`config.mk`:
```
export PLATFORM = sky130hd
export DESIGN_NAME = psq_sequencer
export DESIGN_NICKNAME = d
export VERILOG_FILES = /design/src/core/psq_sequencer.v /design/src/core/psq_sync2.v
export VERILOG_INCLUDE_DIRS = /design/src /design/src/core
export SDC_FILE = /design/constraint.sdc
export NUM_CORES = 1
export LEC_CHECK = 0
export ABC_AREA = 1
export BUFFER_PORTS_ARGS = -buffer_cell sky130_fd_sc_hd__buf_4
export CAP_MARGIN = 20
export CORE_MARGIN = 4
export CORE_UTILIZATION = 30
export DETAILED_ROUTE_END_ITERATION = 12
export GPL_TIMING_DRIVEN = 0
export MAX_ROUTING_LAYER = met4
export PLACE_DENSITY = 0.53
export SLEW_MARGIN = 20
export SYNTH_ARGS = -nofsm -noshare
export SYNTH_HDL_FRONTEND = slang
export SYNTH_HIERARCHICAL = 1
export SYNTH_SLANG_ARGS = --single-unit
```
`constraint.sdc`:
```
create_clock -name clk_sys_in -period 1.5 [get_ports clk_sys_in]
set_input_delay 0.225 -clock clk_sys_in [delete_from_list [all_inputs] [get_ports clk_sys_in]]
set_output_delay 0.225 -clock clk_sys_in [all_outputs]
set_load 0.01 [all_outputs]
```
`src/core/psq_map.vh`:
```
// register map, field positions and timing constants of the power sequencer control
//
// Behaviour
// - each load strobe rise moves the last twelve shifted bits into the addressed register
// - frames arrive address first, msb first: address, data high nibble, data low nibble
// - address 1 rails, 2 clock/gate, 3-7 voltage codes, 8 acknowledge/standby
// - power-on reset initialises every serial control register before any frame
// - wake state low stops gate booster, both converters, switched rails and linears
// - wake without rail-good runs booster and converter 1; linears once rail-1 ok, pick low
// - wake with all rail-good runs converter 2, switched rails and linears too
// - rail order pick high uses rail-2 goods, low uses rail-1 goods
// - acknowledge clears the internal wake request latches
// - new wake requests are ignored until acknowledge has cleared the latch
// - any of four active-low wake requests wakes the device, combined as OR
// - acknowledge switches on the low-side key latch pulldown output while converter-1 rail is above reference
// - rail-1 reset output stays low while converter-1 rail is below reference
// - rail-2 reset output tracks converter-2 rail the same way
// - gate supply target level is chosen by the two gate level pick inputs
// - a wake request edge sets the wake latch, driving the held wake state high
// - after acknowledge reset the latch, standby request drops the held wake state
// - no acknowledge before wake timeout puts the device into sleep
// - the load happens on the strobe low-to-high edge using the last 12 bits
`ifndef PSQ_MAP_VH
`define PSQ_MAP_VH

// ----------------------------------------------------------------
// frame layout
// ----------------------------------------------------------------
`define PSQ_FRAME_BITS 12
`define PSQ_ADDR_MSB 11
`define PSQ_ADDR_LSB 8

// ----------------------------------------------------------------
// register addresses
// ----------------------------------------------------------------
`define PSQ_ADDR_RAIL_ENABLE_MASK 4'h1
`define PSQ_ADDR_SWITCHING_CLOCK_CONFIG 4'h2
`define PSQ_ADDR_CONVERTER1_VOLTAGE_CODE 4'h3
`define PSQ_ADDR_CONVERTER2_VOLTAGE_CODE 4'h4
`define PSQ_ADDR_LINEAR1_VOLTAGE_CODE 4'h5
`define PSQ_ADDR_LINEAR2_VOLTAGE_CODE 4'h6
`define PSQ_ADDR_LINEAR3_VOLTAGE_CODE 4'h7
`define PSQ_ADDR_WAKE_ACK_STANDBY_CTRL 4'h8

// ----------------------------------------------------------------
// reset values
// ----------------------------------------------------------------
`define PSQ_RST_RAIL_ENABLE_MASK 8'hff
`define PSQ_RST_OTHER 8'h00

// ----------------------------------------------------------------
// field positions
// ----------------------------------------------------------------
`define PSQ_RAIL_SW1 7
`define PSQ_RAIL_SW2 6
`define PSQ_RAIL_CONV1 5
`define PSQ_RAIL_SWR2 4
`define PSQ_RAIL_LIN1 3
`define PSQ_RAIL_LIN2 2
`define PSQ_RAIL_LIN3 1
`define PSQ_RAIL_CONV2 0
`define PSQ_CLK_EXT 7
`define PSQ_CLK_HALF 6
`define PSQ_CLK_RST_SLEEP 5
`define PSQ_CLK_GATE_SBY_OFF 4
`define PSQ_CONV_SBY_OFF 0
`define PSQ_LIN3_PUMP_OFF 1
`define PSQ_LIN3_EXT_GATE_ON 0
`define PSQ_CTRL_ACK 7
`define PSQ_CTRL_STANDBY 6

// ----------------------------------------------------------------
// timing
// ----------------------------------------------------------------
`define PSQ_WAKE_TIMEOUT_US 1000
`define PSQ_CLK_MHZ 125

`endif

```
`src/core/psq_sequencer.v`:
```
// serial control port, wake latch and rail sequencing of the power sequencer
`timescale 1ns/10ps
`default_nettype none
`include "psq_map.vh"

module psq_sequencer #(
    parameter WAKE_TIMEOUT_CYC = `PSQ_WAKE_TIMEOUT_US * `PSQ_CLK_MHZ
) (
    input wire clk_sys_in, // system clock, 125 MHz
    input wire arst_n_in, // power-on reset, active low
    input wire shift_clock_in, // serial shift clock
    input wire serial_data_in, // serial data
    input wire load_strobe_in, // frame load strobe
    input wire wake_request_n_1_in, // wake request 1, active low
    input wire wake_request_n_2_in, // wake request 2, active low
    input wire wake_request_n_3_in, // wake request 3, active low
    input wire wake_request_n_4_in, // wake request 4, active low
    input wire ack_pin_in, // acknowledge pin, high active
    input wire standby_pin_in, // standby request pin, high active
    input wire rail_order_pick_in, // 1: standby rail, 0: ground
    input wire rail1_internal_ok_in, // converter 1 rail above reference
    input wire rail2_internal_ok_in, // converter 2 rail above reference
    input wire rail1_external_ok_in, // delayed rail 1 good
    input wire rail2_external_ok_in, // delayed rail 2 good
    input wire gate_level_pick_1_in, // gate level select bit 1
    input wire gate_level_pick_2_in, // gate level select bit 2
    output reg wake_held_out, // held wake state
    output reg gate_supply_on_out, // gate supply booster run
    output reg converter1_on_out, // converter 1 run
    output reg converter2_on_out, // converter 2 run
    output reg power_switch_1_on_out, // switched rail 1 on
    output reg power_switch_2_on_out, // switched rail 2 on
    output reg linear_regulator_1_on_out, // linear 1 run
    output reg linear_regulator_2_on_out, // linear 2 run
    output reg linear_regulator_3_on_out, // linear 3 run
    output reg key_latch_pulldown_out, // low-side switch on
    output reg rail1_ok_n_out, // rail 1 reset, active low
    output reg rail2_ok_n_out, // rail 2 reset, active low
    output reg [1:0] gate_level_out, // gate supply target code
    output reg [7:0] switching_clock_config_out, // clock and gate settings
    output reg [7:0] converter1_voltage_code_out, // converter 1 code
    output reg [7:0] converter2_voltage_code_out, // converter 2 code
    output reg [7:0] linear1_voltage_code_out, // linear 1 code
    output reg [7:0] linear2_voltage_code_out, // linear 2 code
    output reg [7:0] linear3_voltage_code_out // linear 3 code
);
    // ----------------------------------------------------------------
    // input synchronisers
    // ----------------------------------------------------------------
    localparam NSYNC = 16;
    localparam [19:0] TO_CYC = WAKE_TIMEOUT_CYC[19:0];
    wire [NSYNC-1:0] raw_w;
    wire [NSYNC-1:0] s_w;
    assign raw_w = {gate_level_pick_2_in, gate_level_pick_1_in, rail2_external_ok_in,
                    rail1_external_ok_in, rail2_internal_ok_in, rail1_internal_ok_in,
                    rail_order_pick_in, standby_pin_in, ack_pin_in,
                    wake_request_n_4_in, wake_request_n_3_in, wake_request_n_2_in,
                    wake_request_n_1_in, load_strobe_in, serial_data_in, shift_clock_in};

    psq_sync2 #(.WIDTH(NSYNC)) u_sync (
        .clk_sys_in(clk_sys_in),
        .arst_n_in(arst_n_in),
        .async_in(raw_w),
        .sync_out(s_w)
    );

    wire sck_w = s_w[0];
    wire sdat_w = s_w[1];
    wire load_strobe_w = s_w[2];
    wire [3:0] wake_n_w = s_w[6:3];
    wire ack_pin_w = s_w[7];
    wire sby_pin_w = s_w[8];
    wire pick_w = s_w[9];
    wire r1i_w = s_w[10];
    wire r2i_w = s_w[11];
    wire r1e_w = s_w[12];
    wire r2e_w = s_w[13];

    // ----------------------------------------------------------------
    // serial shift and load
    // ----------------------------------------------------------------
    reg sck_d_r;
    reg load_strobe_d_r;
    reg [`PSQ_FRAME_BITS-1:0] shift_r;
    reg [7:0] rail_mask_r;
    reg [7:0] ctrl_r;
    wire sck_rise_w = sck_w & ~sck_d_r;
    wire load_strobe_rise_w = load_strobe_w & ~load_strobe_d_r;
    wire [3:0] faddr_w = shift_r[`PSQ_ADDR_MSB:`PSQ_ADDR_LSB];
    wire [7:0] fdata_w = shift_r[7:0];

    always @(posedge clk_sys_in or negedge arst_n_in) begin
        if (!arst_n_in) begin
            sck_d_r <= 1'b0;
            load_strobe_d_r <= 1'b0;
            shift_r <= 12'h000;
        end else begin
            sck_d_r <= sck_w;
            load_strobe_d_r <= load_strobe_w;
            if (sck_rise_w) begin
                shift_r <= {shift_r[`PSQ_FRAME_BITS-2:0], sdat_w};
            end
        end
    end

    // older bits fall off the top, so only the last twelve count
    always @(posedge clk_sys_in or negedge arst_n_in) begin
        if (!arst_n_in) begin
            rail_mask_r <= `PSQ_RST_RAIL_ENABLE_MASK;
            switching_clock_config_out <= `PSQ_RST_OTHER;
            converter1_voltage_code_out <= `PSQ_RST_OTHER;
            converter2_voltage_code_out <= `PSQ_RST_OTHER;
            linear1_voltage_code_out <= `PSQ_RST_OTHER;
            linear2_voltage_code_out <= `PSQ_RST_OTHER;
            linear3_voltage_code_out <= `PSQ_RST_OTHER;
            ctrl_r <= `PSQ_RST_OTHER;
        end else if (load_strobe_rise_w) begin
            case (faddr_w)
                `PSQ_ADDR_RAIL_ENABLE_MASK: rail_mask_r <= fdata_w;
                `PSQ_ADDR_SWITCHING_CLOCK_CONFIG: switching_clock_config_out <= fdata_w;
                `PSQ_ADDR_CONVERTER1_VOLTAGE_CODE: converter1_voltage_code_out <= fdata_w;
                `PSQ_ADDR_CONVERTER2_VOLTAGE_CODE: converter2_voltage_code_out <= fdata_w;
                `PSQ_ADDR_LINEAR1_VOLTAGE_CODE: linear1_voltage_code_out <= fdata_w;
                `PSQ_ADDR_LINEAR2_VOLTAGE_CODE: linear2_voltage_code_out <= fdata_w;
                `PSQ_ADDR_LINEAR3_VOLTAGE_CODE: linear3_voltage_code_out <= fdata_w;
                `PSQ_ADDR_WAKE_ACK_STANDBY_CTRL: ctrl_r <= fdata_w;
                default: ctrl_r <= ctrl_r;
            endcase
        end
    end

    // ----------------------------------------------------------------
    // wake latch and timeout
    // ----------------------------------------------------------------
    reg [3:0] wake_n_d_r;
    reg latch_r;
    reg [19:0] to_cnt_r;
    reg timeout_r;
    wire ack_w = ack_pin_w | ctrl_r[`PSQ_CTRL_ACK];
    wire sby_w = sby_pin_w | ctrl_r[`PSQ_CTRL_STANDBY];
    // completion goods chosen by rail order pick
    wire ext_good_w = pick_w ? r2e_w : r1e_w;
    wire lin_good_w = pick_w ? r2i_w : r1i_w;
    // ack and standby held off until the chosen rail is good
    wire ack_ok_w = ack_w & ext_good_w;
    wire sby_ok_w = sby_w & ext_good_w & ~ack_w;
    wire [3:0] wake_fall_w = wake_d_fall(wake_n_w, wake_n_d_r);
    wire wake_evt_w = |wake_fall_w;

    function [3:0] wake_d_fall;
        input [3:0] now_v;
        input [3:0] old_v;
        begin
            wake_d_fall = old_v & ~now_v;
        end
    endfunction

    always @(posedge clk_sys_in or negedge arst_n_in) begin
        if (!arst_n_in) begin
            wake_n_d_r <= 4'h0; // syncs reset low: a high value here fakes a wake edge
            latch_r <= 1'b0;
            wake_held_out <= 1'b0;
            to_cnt_r <= 20'h00000;
            timeout_r <= 1'b0;
        end else begin
            wake_n_d_r <= wake_n_w;
            if (ack_ok_w) begin
                latch_r <= 1'b0;
            end else if (wake_evt_w && !latch_r) begin
                latch_r <= 1'b1;
            end
            if (wake_evt_w && !latch_r && !ack_ok_w) begin
                wake_held_out <= 1'b1;
            end else if (sby_ok_w || timeout_r) begin
                wake_held_out <= 1'b0;
            end
            // timeout runs while wake is held but not yet acknowledged
            if (latch_r && wake_held_out && !ack_ok_w) begin
                to_cnt_r <= to_cnt_r + 20'h00001;
                timeout_r <= (to_cnt_r >= TO_CYC - 20'h00001);
            end else begin
                to_cnt_r <= 20'h00000;
                timeout_r <= 1'b0;
            end
        end
    end

    // ----------------------------------------------------------------
    // rail sequencing and reset outputs
    // ----------------------------------------------------------------
    wire all_good_w = r1i_w & r1e_w & r2i_w;
    wire lin_run_w = all_good_w | lin_good_w;

    always @(posedge clk_sys_in or negedge arst_n_in) begin
        if (!arst_n_in) begin
            gate_supply_on_out <= 1'b0;
            converter1_on_out <= 1'b0;
            converter2_on_out <= 1'b0;
            power_switch_1_on_out <= 1'b0;
            power_switch_2_on_out <= 1'b0;
            linear_regulator_1_on_out <= 1'b0;
            linear_regulator_2_on_out <= 1'b0;
            linear_regulator_3_on_out <= 1'b0;
            key_latch_pulldown_out <= 1'b0;
            rail1_ok_n_out <= 1'b0;
            rail2_ok_n_out <= 1'b0;
            gate_level_out <= 2'h0;
        end else begin
            gate_supply_on_out <= wake_held_out;
            converter1_on_out <= wake_held_out & rail_mask_r[`PSQ_RAIL_CONV1];
            converter2_on_out <= wake_held_out & all_good_w
                & rail_mask_r[`PSQ_RAIL_CONV2];
            power_switch_1_on_out <= wake_held_out & all_good_w
                & rail_mask_r[`PSQ_RAIL_SW1];
            // switch 2 follows converter 2 being enabled
            power_switch_2_on_out <= wake_held_out & all_good_w
                & rail_mask_r[`PSQ_RAIL_SW2] & rail_mask_r[`PSQ_RAIL_CONV2];
            linear_regulator_1_on_out <= wake_held_out & lin_run_w
                & rail_mask_r[`PSQ_RAIL_LIN1];
            linear_regulator_2_on_out <= wake_held_out & lin_run_w
                & rail_mask_r[`PSQ_RAIL_LIN2];
            linear_regulator_3_on_out <= wake_held_out & lin_run_w
                & rail_mask_r[`PSQ_RAIL_LIN3];
            key_latch_pulldown_out <= ack_w & r1i_w;
            rail1_ok_n_out <= r1i_w;
            rail2_ok_n_out <= r2i_w;
            gate_level_out <= s_w[15:14];
        end
    end
endmodule // psq_sequencer

`default_nettype wire

```
`src/core/psq_sync2.v`:
```
// two-flop synchroniser for a bus of asynchronous inputs
`timescale 1ns/10ps
`default_nettype none

module psq_sync2 #(
    parameter WIDTH = 1
) (
    input wire clk_sys_in, // system clock
    input wire arst_n_in, // async reset, active low
    input wire [WIDTH-1:0] async_in, // raw inputs
    output wire [WIDTH-1:0] sync_out // synchronised inputs
);
    reg [WIDTH-1:0] meta_r;
    reg [WIDTH-1:0] sync_r;

    always @(posedge clk_sys_in or negedge arst_n_in) begin
        if (!arst_n_in) begin
            meta_r <= {WIDTH{1'b0}};
            sync_r <= {WIDTH{1'b0}};
        end else begin
            meta_r <= async_in;
            sync_r <= meta_r;
        end
    end

    assign sync_out = sync_r;
endmodule // psq_sync2

`default_nettype wire

```
* Yosys cells after proc, flatten, opt, wreduce, memory -nomap -nowiden *
Cells that the tools add are included.

cells by class
  add/sub/neg operators = 1
  $lt $le $gt $ge = 1
  eq/ne operators = 8
  muxes and demuxes = 8
  bitwise logic cells = 26
  reduce and logical (&&, ||, !) cells = 18

operator list
  kind                                                                                    count
  20-bit by 1-bit adder with 20-bit output (second input constant)                        1
  20-bit by 17-bit greater-or-equal comparator with 1-bit output (second input constant)  1
  20-bit two-way mux                                                                      1
  1-bit AND                                                                               18
  4-bit by 3-bit == test with 1-bit output (second input constant)                        4
  2-bit AND reduction                                                                     8
  4-bit by 2-bit == test with 1-bit output (second input constant)                        2
  1-bit two-way mux                                                                       7
  4-bit AND                                                                               1
  4-bit by 1-bit == test with 1-bit output (second input constant)                        1
  4-bit == test (second input constant)                                                   1
  1-bit logical AND                                                                       4
  4-bit NOT                                                                               1
  2-bit nonzero test                                                                      2
  4-bit OR reduction                                                                      1
  1-bit NOT                                                                               3
  1-bit OR                                                                                3
  1-bit logical NOT                                                                       2
  1-bit logical OR                                                                        1

word-level totals
  flip-flop bits (word level) = 150
  bits of input ports = 18
  word-level logic and storage cells = 92

* Depth between registers and ports, before layout *
  word-level depth = 6
  depth in mapped cells = 9
  gate-level depth less buffers = 9

* Cells and area by module *
The synthesis kept the hierarchy.

modules (own cells, without submodules)
  module         instances  cells each  area an instance (sq um)  sequential area each (sq um)
  psq_sequencer  1          493         4743.3                    2786.4
  psq_sync2      1          32          800.8                     800.8

* Worst setup path after synthesis *
Ideal clock, no wire load.

  path type = reg-to-reg
  start = register to_cnt_r[0]
  end = register to_cnt_r[14]
  library setup time = 0.117 ns
  arrival = 1.157 ns
  required time = 1.383 ns
  path slack = 0.226 ns
  stages on the path, launching flop included = 9
  clock period less this slack = 1.274 ns
  cells stage by stage = dfrtp_1 -> ha_1 -> nand2_2 -> nor2_4 -> nand3b_2 -> nor2_1 -> nand2_1 -> nand2_1 -> nor2_1

on the way
  longest elaborated chain between the ends = 2

ends and longest elaborated chain
  item                                      RTL line             text
  from (decl)                               psq_sequencer.v:137  reg [19:0] to_cnt_r;
  from (signal assigned)                    psq_sequencer.v:179  to_cnt_r <= to_cnt_r + 20'h00001;
  20-bit by 1-bit adder with 20-bit output  psq_sequencer.v:179
  20-bit two-way mux                        psq_sequencer.v:178  if (latch_r && wake_held_out && !ack_ok_w) begin

Every way passes these cells.
A chain may end at the register's enable or synchronous reset.

* Worst setup path in the final report *
Ends and elaborated chain as after synthesis.

==> impl_metrics.csv <==
group,metric,value,unit
status,status,"finished, final reports clean",
setup_path,end_kind,"flop",
detailed_routing,drc,0,
power,p_per_area,1425,nW/µm²
sta,maxSlewViolCount,0,
setup_path,cp-start-kind,"flop",
min_path,whs_path_depth,0,
die,initial_core_util,0.3065,
detailed_routing,wl_per_cell,14.04,µm
yosys,syn-instance-count,525,
sta,fin_worst_skew,9.647,ps
detailed_routing,drt_iter0_markers,299,
clocking,clock_latency,410,ps
sta,hold_ws,342.5,ps
yosys,ys.flop_type,"dfrtp_1",
grt,grt_pass1_wl,20960,µm
power,leakagePower,3.383,nW
power,total_power,10.35,mW
setup_path,arrival,1730,ps
layout,diodes,0,
setup_path,timing.rr.start,"to_cnt_r[0]",
layout,drive_gt1_frac,0.2912,
die,die_width,143.9,µm
yosys,synthTopCellsByCount,"dfrtp_1 (136), nand2_1 (115), nor2_1 (52), inv_1 (48), o21ai_1 (35)",
yosys,synth_nets,544,
detailed_routing,num_vias,3957,
yosys,synth_top_area_share,0.6139,
detailed_routing,wl_met2,5744,µm
detailed_routing,met1Wirelength,5985,µm
clocking,clock_path_buffers,2,
setup_path,path_max_fanout,5,
placement,place.gp.congestion,0.8447,
sta,setup_violations,0,
clocking,htree_levels,4,
sta,fmax,697.2,MHz
yosys,synth-seq-cells,143,
grt,antenna_found_initial,0,
yosys,synth_most_common_cell,"dfrtp_1",
grt,grt_max_degree,73,
min_path,hold_end,"u_sync/sync_out[10]",
yosys,ys_warn_count,6,
sta,fin_setup_tns,0,ps
clocking,cts_tree,"yes",
detailed_routing,vias_per_cell,4.471,
sta,max_slew_margin,0.6278,
die,fp.dieArea,20720,µm²
die,boundaryPins,80,
yosys,yosysTopAreaCell,"dfrtp_1",
clocking,clock_sinks,143,
setup_path,crit_type,"reg -> reg",
layout,n_fill_cell,1761,
yosys,ys_seq_area_frac,0.6470,
die,std_cell_rows,49,
detailed_routing,ant_nets,0,
grt,grt_overflow_total,0,
detailed_routing,highest_layer,"met4",
yosys,avgSynthCellArea,10.56,µm²
placement,post-dp-hpwl,8492,µm
sta,worst_slew_pin_slew,552.4,ps
yosys,synthTopCellsByArea,"dfrtp_1 (61%), nand2_1 (7.8%), o21ai_2 (3.8%)",
yosys,synth_area,5544,µm²
sta,min_period_over_period,0.9562,
clocking,clock_tree.root_cell,"clkbuf_16",
yosys,synth_cell_types,35,
setup_path,ff2ff_path_depth,8,
setup_path,r2r-end,"to_cnt_r[14]",
setup_path,r2r_slack,70,ps
clocking,cts.clk_slew.worst_paths,60,ps
detailed_routing,met3_length,567,µm
yosys,synth_edf_count,0,
layout,syn_to_final_growth,31.01,%
clocking,numCtsBuffers,17,
job,max_cap_violations,0,
grt,grt_pass1_vias,4091,
layout,nNetsFinal,662,
die,die_h,143.9,µm
power,peakVddDrop,0.0007790,V
min_path,hold_class,"reg -> reg",
placement,portBuffers,79,
detailed_routing,drt-pass1-iter-count,4,
yosys,async_flop_share,1.000,
setup_path,crit_required,1800,ps
die,design.core.area,18090,µm²
min_path,hold_path.startpoint,"u_sync/meta_r[10]",
detailed_routing,wl,12430,µm
sta,period_needed,1434,ps
grt,grt_use_total,0.1344,
sta,hold_viol,0,
-- worst max-delay path, stage by stage (launching register included) --
cell      delay, ps
dfrtp_1         370
ha_2            210
nand2_2         100
nor2_4          150
nand3b_2        160
nor2_1          160
nand2_1          70
nand2_1          60
nor2_1           40
-- cell usage in the layout, fill, tap and decap left out, types with 7 or more instances in the layout --
cell type	Yosys	final
nor2_2	6	7
o21ai_1	35	35
nand2_1	115	115
o21ai_0	16	16
nand3_1	10	10
clkbuf_1	2	7
clkbuf_16	0	17
inv_1	48	48
dfrtp_1	136	136
nor3_1	8	8
dlygate4sd3_1	0	17
dfstp_2	7	7
nor2_1	52	51
buf_4	1	80
a21oi_1	10	10
nand2_2	12	12
o21ai_2	24	24
-- state kept, by name (all words and copies together), names as in the netlist, 2 cells and up --
register,flops
shift_r,12
switching_clock_config_out,8
u_sync/meta_r,16
gate_level_out,2
rail_mask_r,7
wake_n_d_r,4
ctrl_r,2
linear3_voltage_code_out,8
linear2_voltage_code_out,8
linear1_voltage_code_out,8
converter1_voltage_code_out,8
to_cnt_r,20
u_sync/sync_out,16
converter2_voltage_code_out,8
-- cell type report --
type	instances	area [µm²]	share of cell area
Clock buffer	23	457.9	0.06305
Timing Repair Buffer	99	825.8	0.1137
Clock inverter	9	133.9	0.01843
Multi-Input combinational cell	318	1688	0.2324
Buffer	10	81.33	0.01120
Inverter	54	202.7	0.02791
Tap cell	229	286.5	0.03945
Sequential cell	143	3587	0.4939
-- per-layer routing --
metal	vias to the layer above	track usage
met4	0	0.03915
met3	12	0.04160
met1	1934	0.1786
met2	92	0.1989
met5	-	-
li1	1919	-
-- what timing repair did --
action	CTS	global route
hold buffers	17	0
endpoints found under the setup margin	0	18
gates resized for setup	0	4
hold endpoints to repair	87	0
buffers inserted	0	2
-- cells by family after synthesis --
| kind of cell | synth area share |
|---|---|
| and+or+nand+nor | 0.2018 |
| DFF | 0.6470 |
| buffers and inverters | 0.05078 |
| adders and majority gates | 0.002256 |
| AOI/OAI and AO/OA | 0.09817 |
-- through the flow --
step	instance area (µm²)	instances	setup WS, ps	utilization
after global placement	6424	833	-406.6	0.3552
after global routing	7263	885	-5.332	0.4016
final	7263	885	65.72	0.4016
after CTS	7221	883	29.02	0.3992
after detailed placement	6459	834	37.60	0.3571
after floorplan	5544	525	226.0	-
-- where the power goes --
| part | internal [mW] | leakage [nW] | switching, mW |
|---|---|---|---|
| sequential | 4.32 | 1.84 | 0.263 |
| clock | 2.67 | 0.286 | 1.56 |
| combinational | 0.627 | 1.25 | 0.914 |
-- how the worst max path moves through the flow --
stage	start	end	slack [ps]	depth (start not counted)
6_report	to_cnt_r[0]	to_cnt_r[14]	70	8
4_1_cts	ctrl_r[7]	to_cnt_r[15]	30	5
5_1_grt	to_cnt_r[0]	to_cnt_r[14]	-5	8
2_1_floorplan	to_cnt_r[0]	to_cnt_r[14]	230	8
3_3_place_gp	arst_n_in	converter1_voltage_code_out[6]	-410	1
3_5_place_dp	ctrl_r[7]	to_cnt_r[15]	40	5
Note: power is estimated with default switching activity, not from simulation.
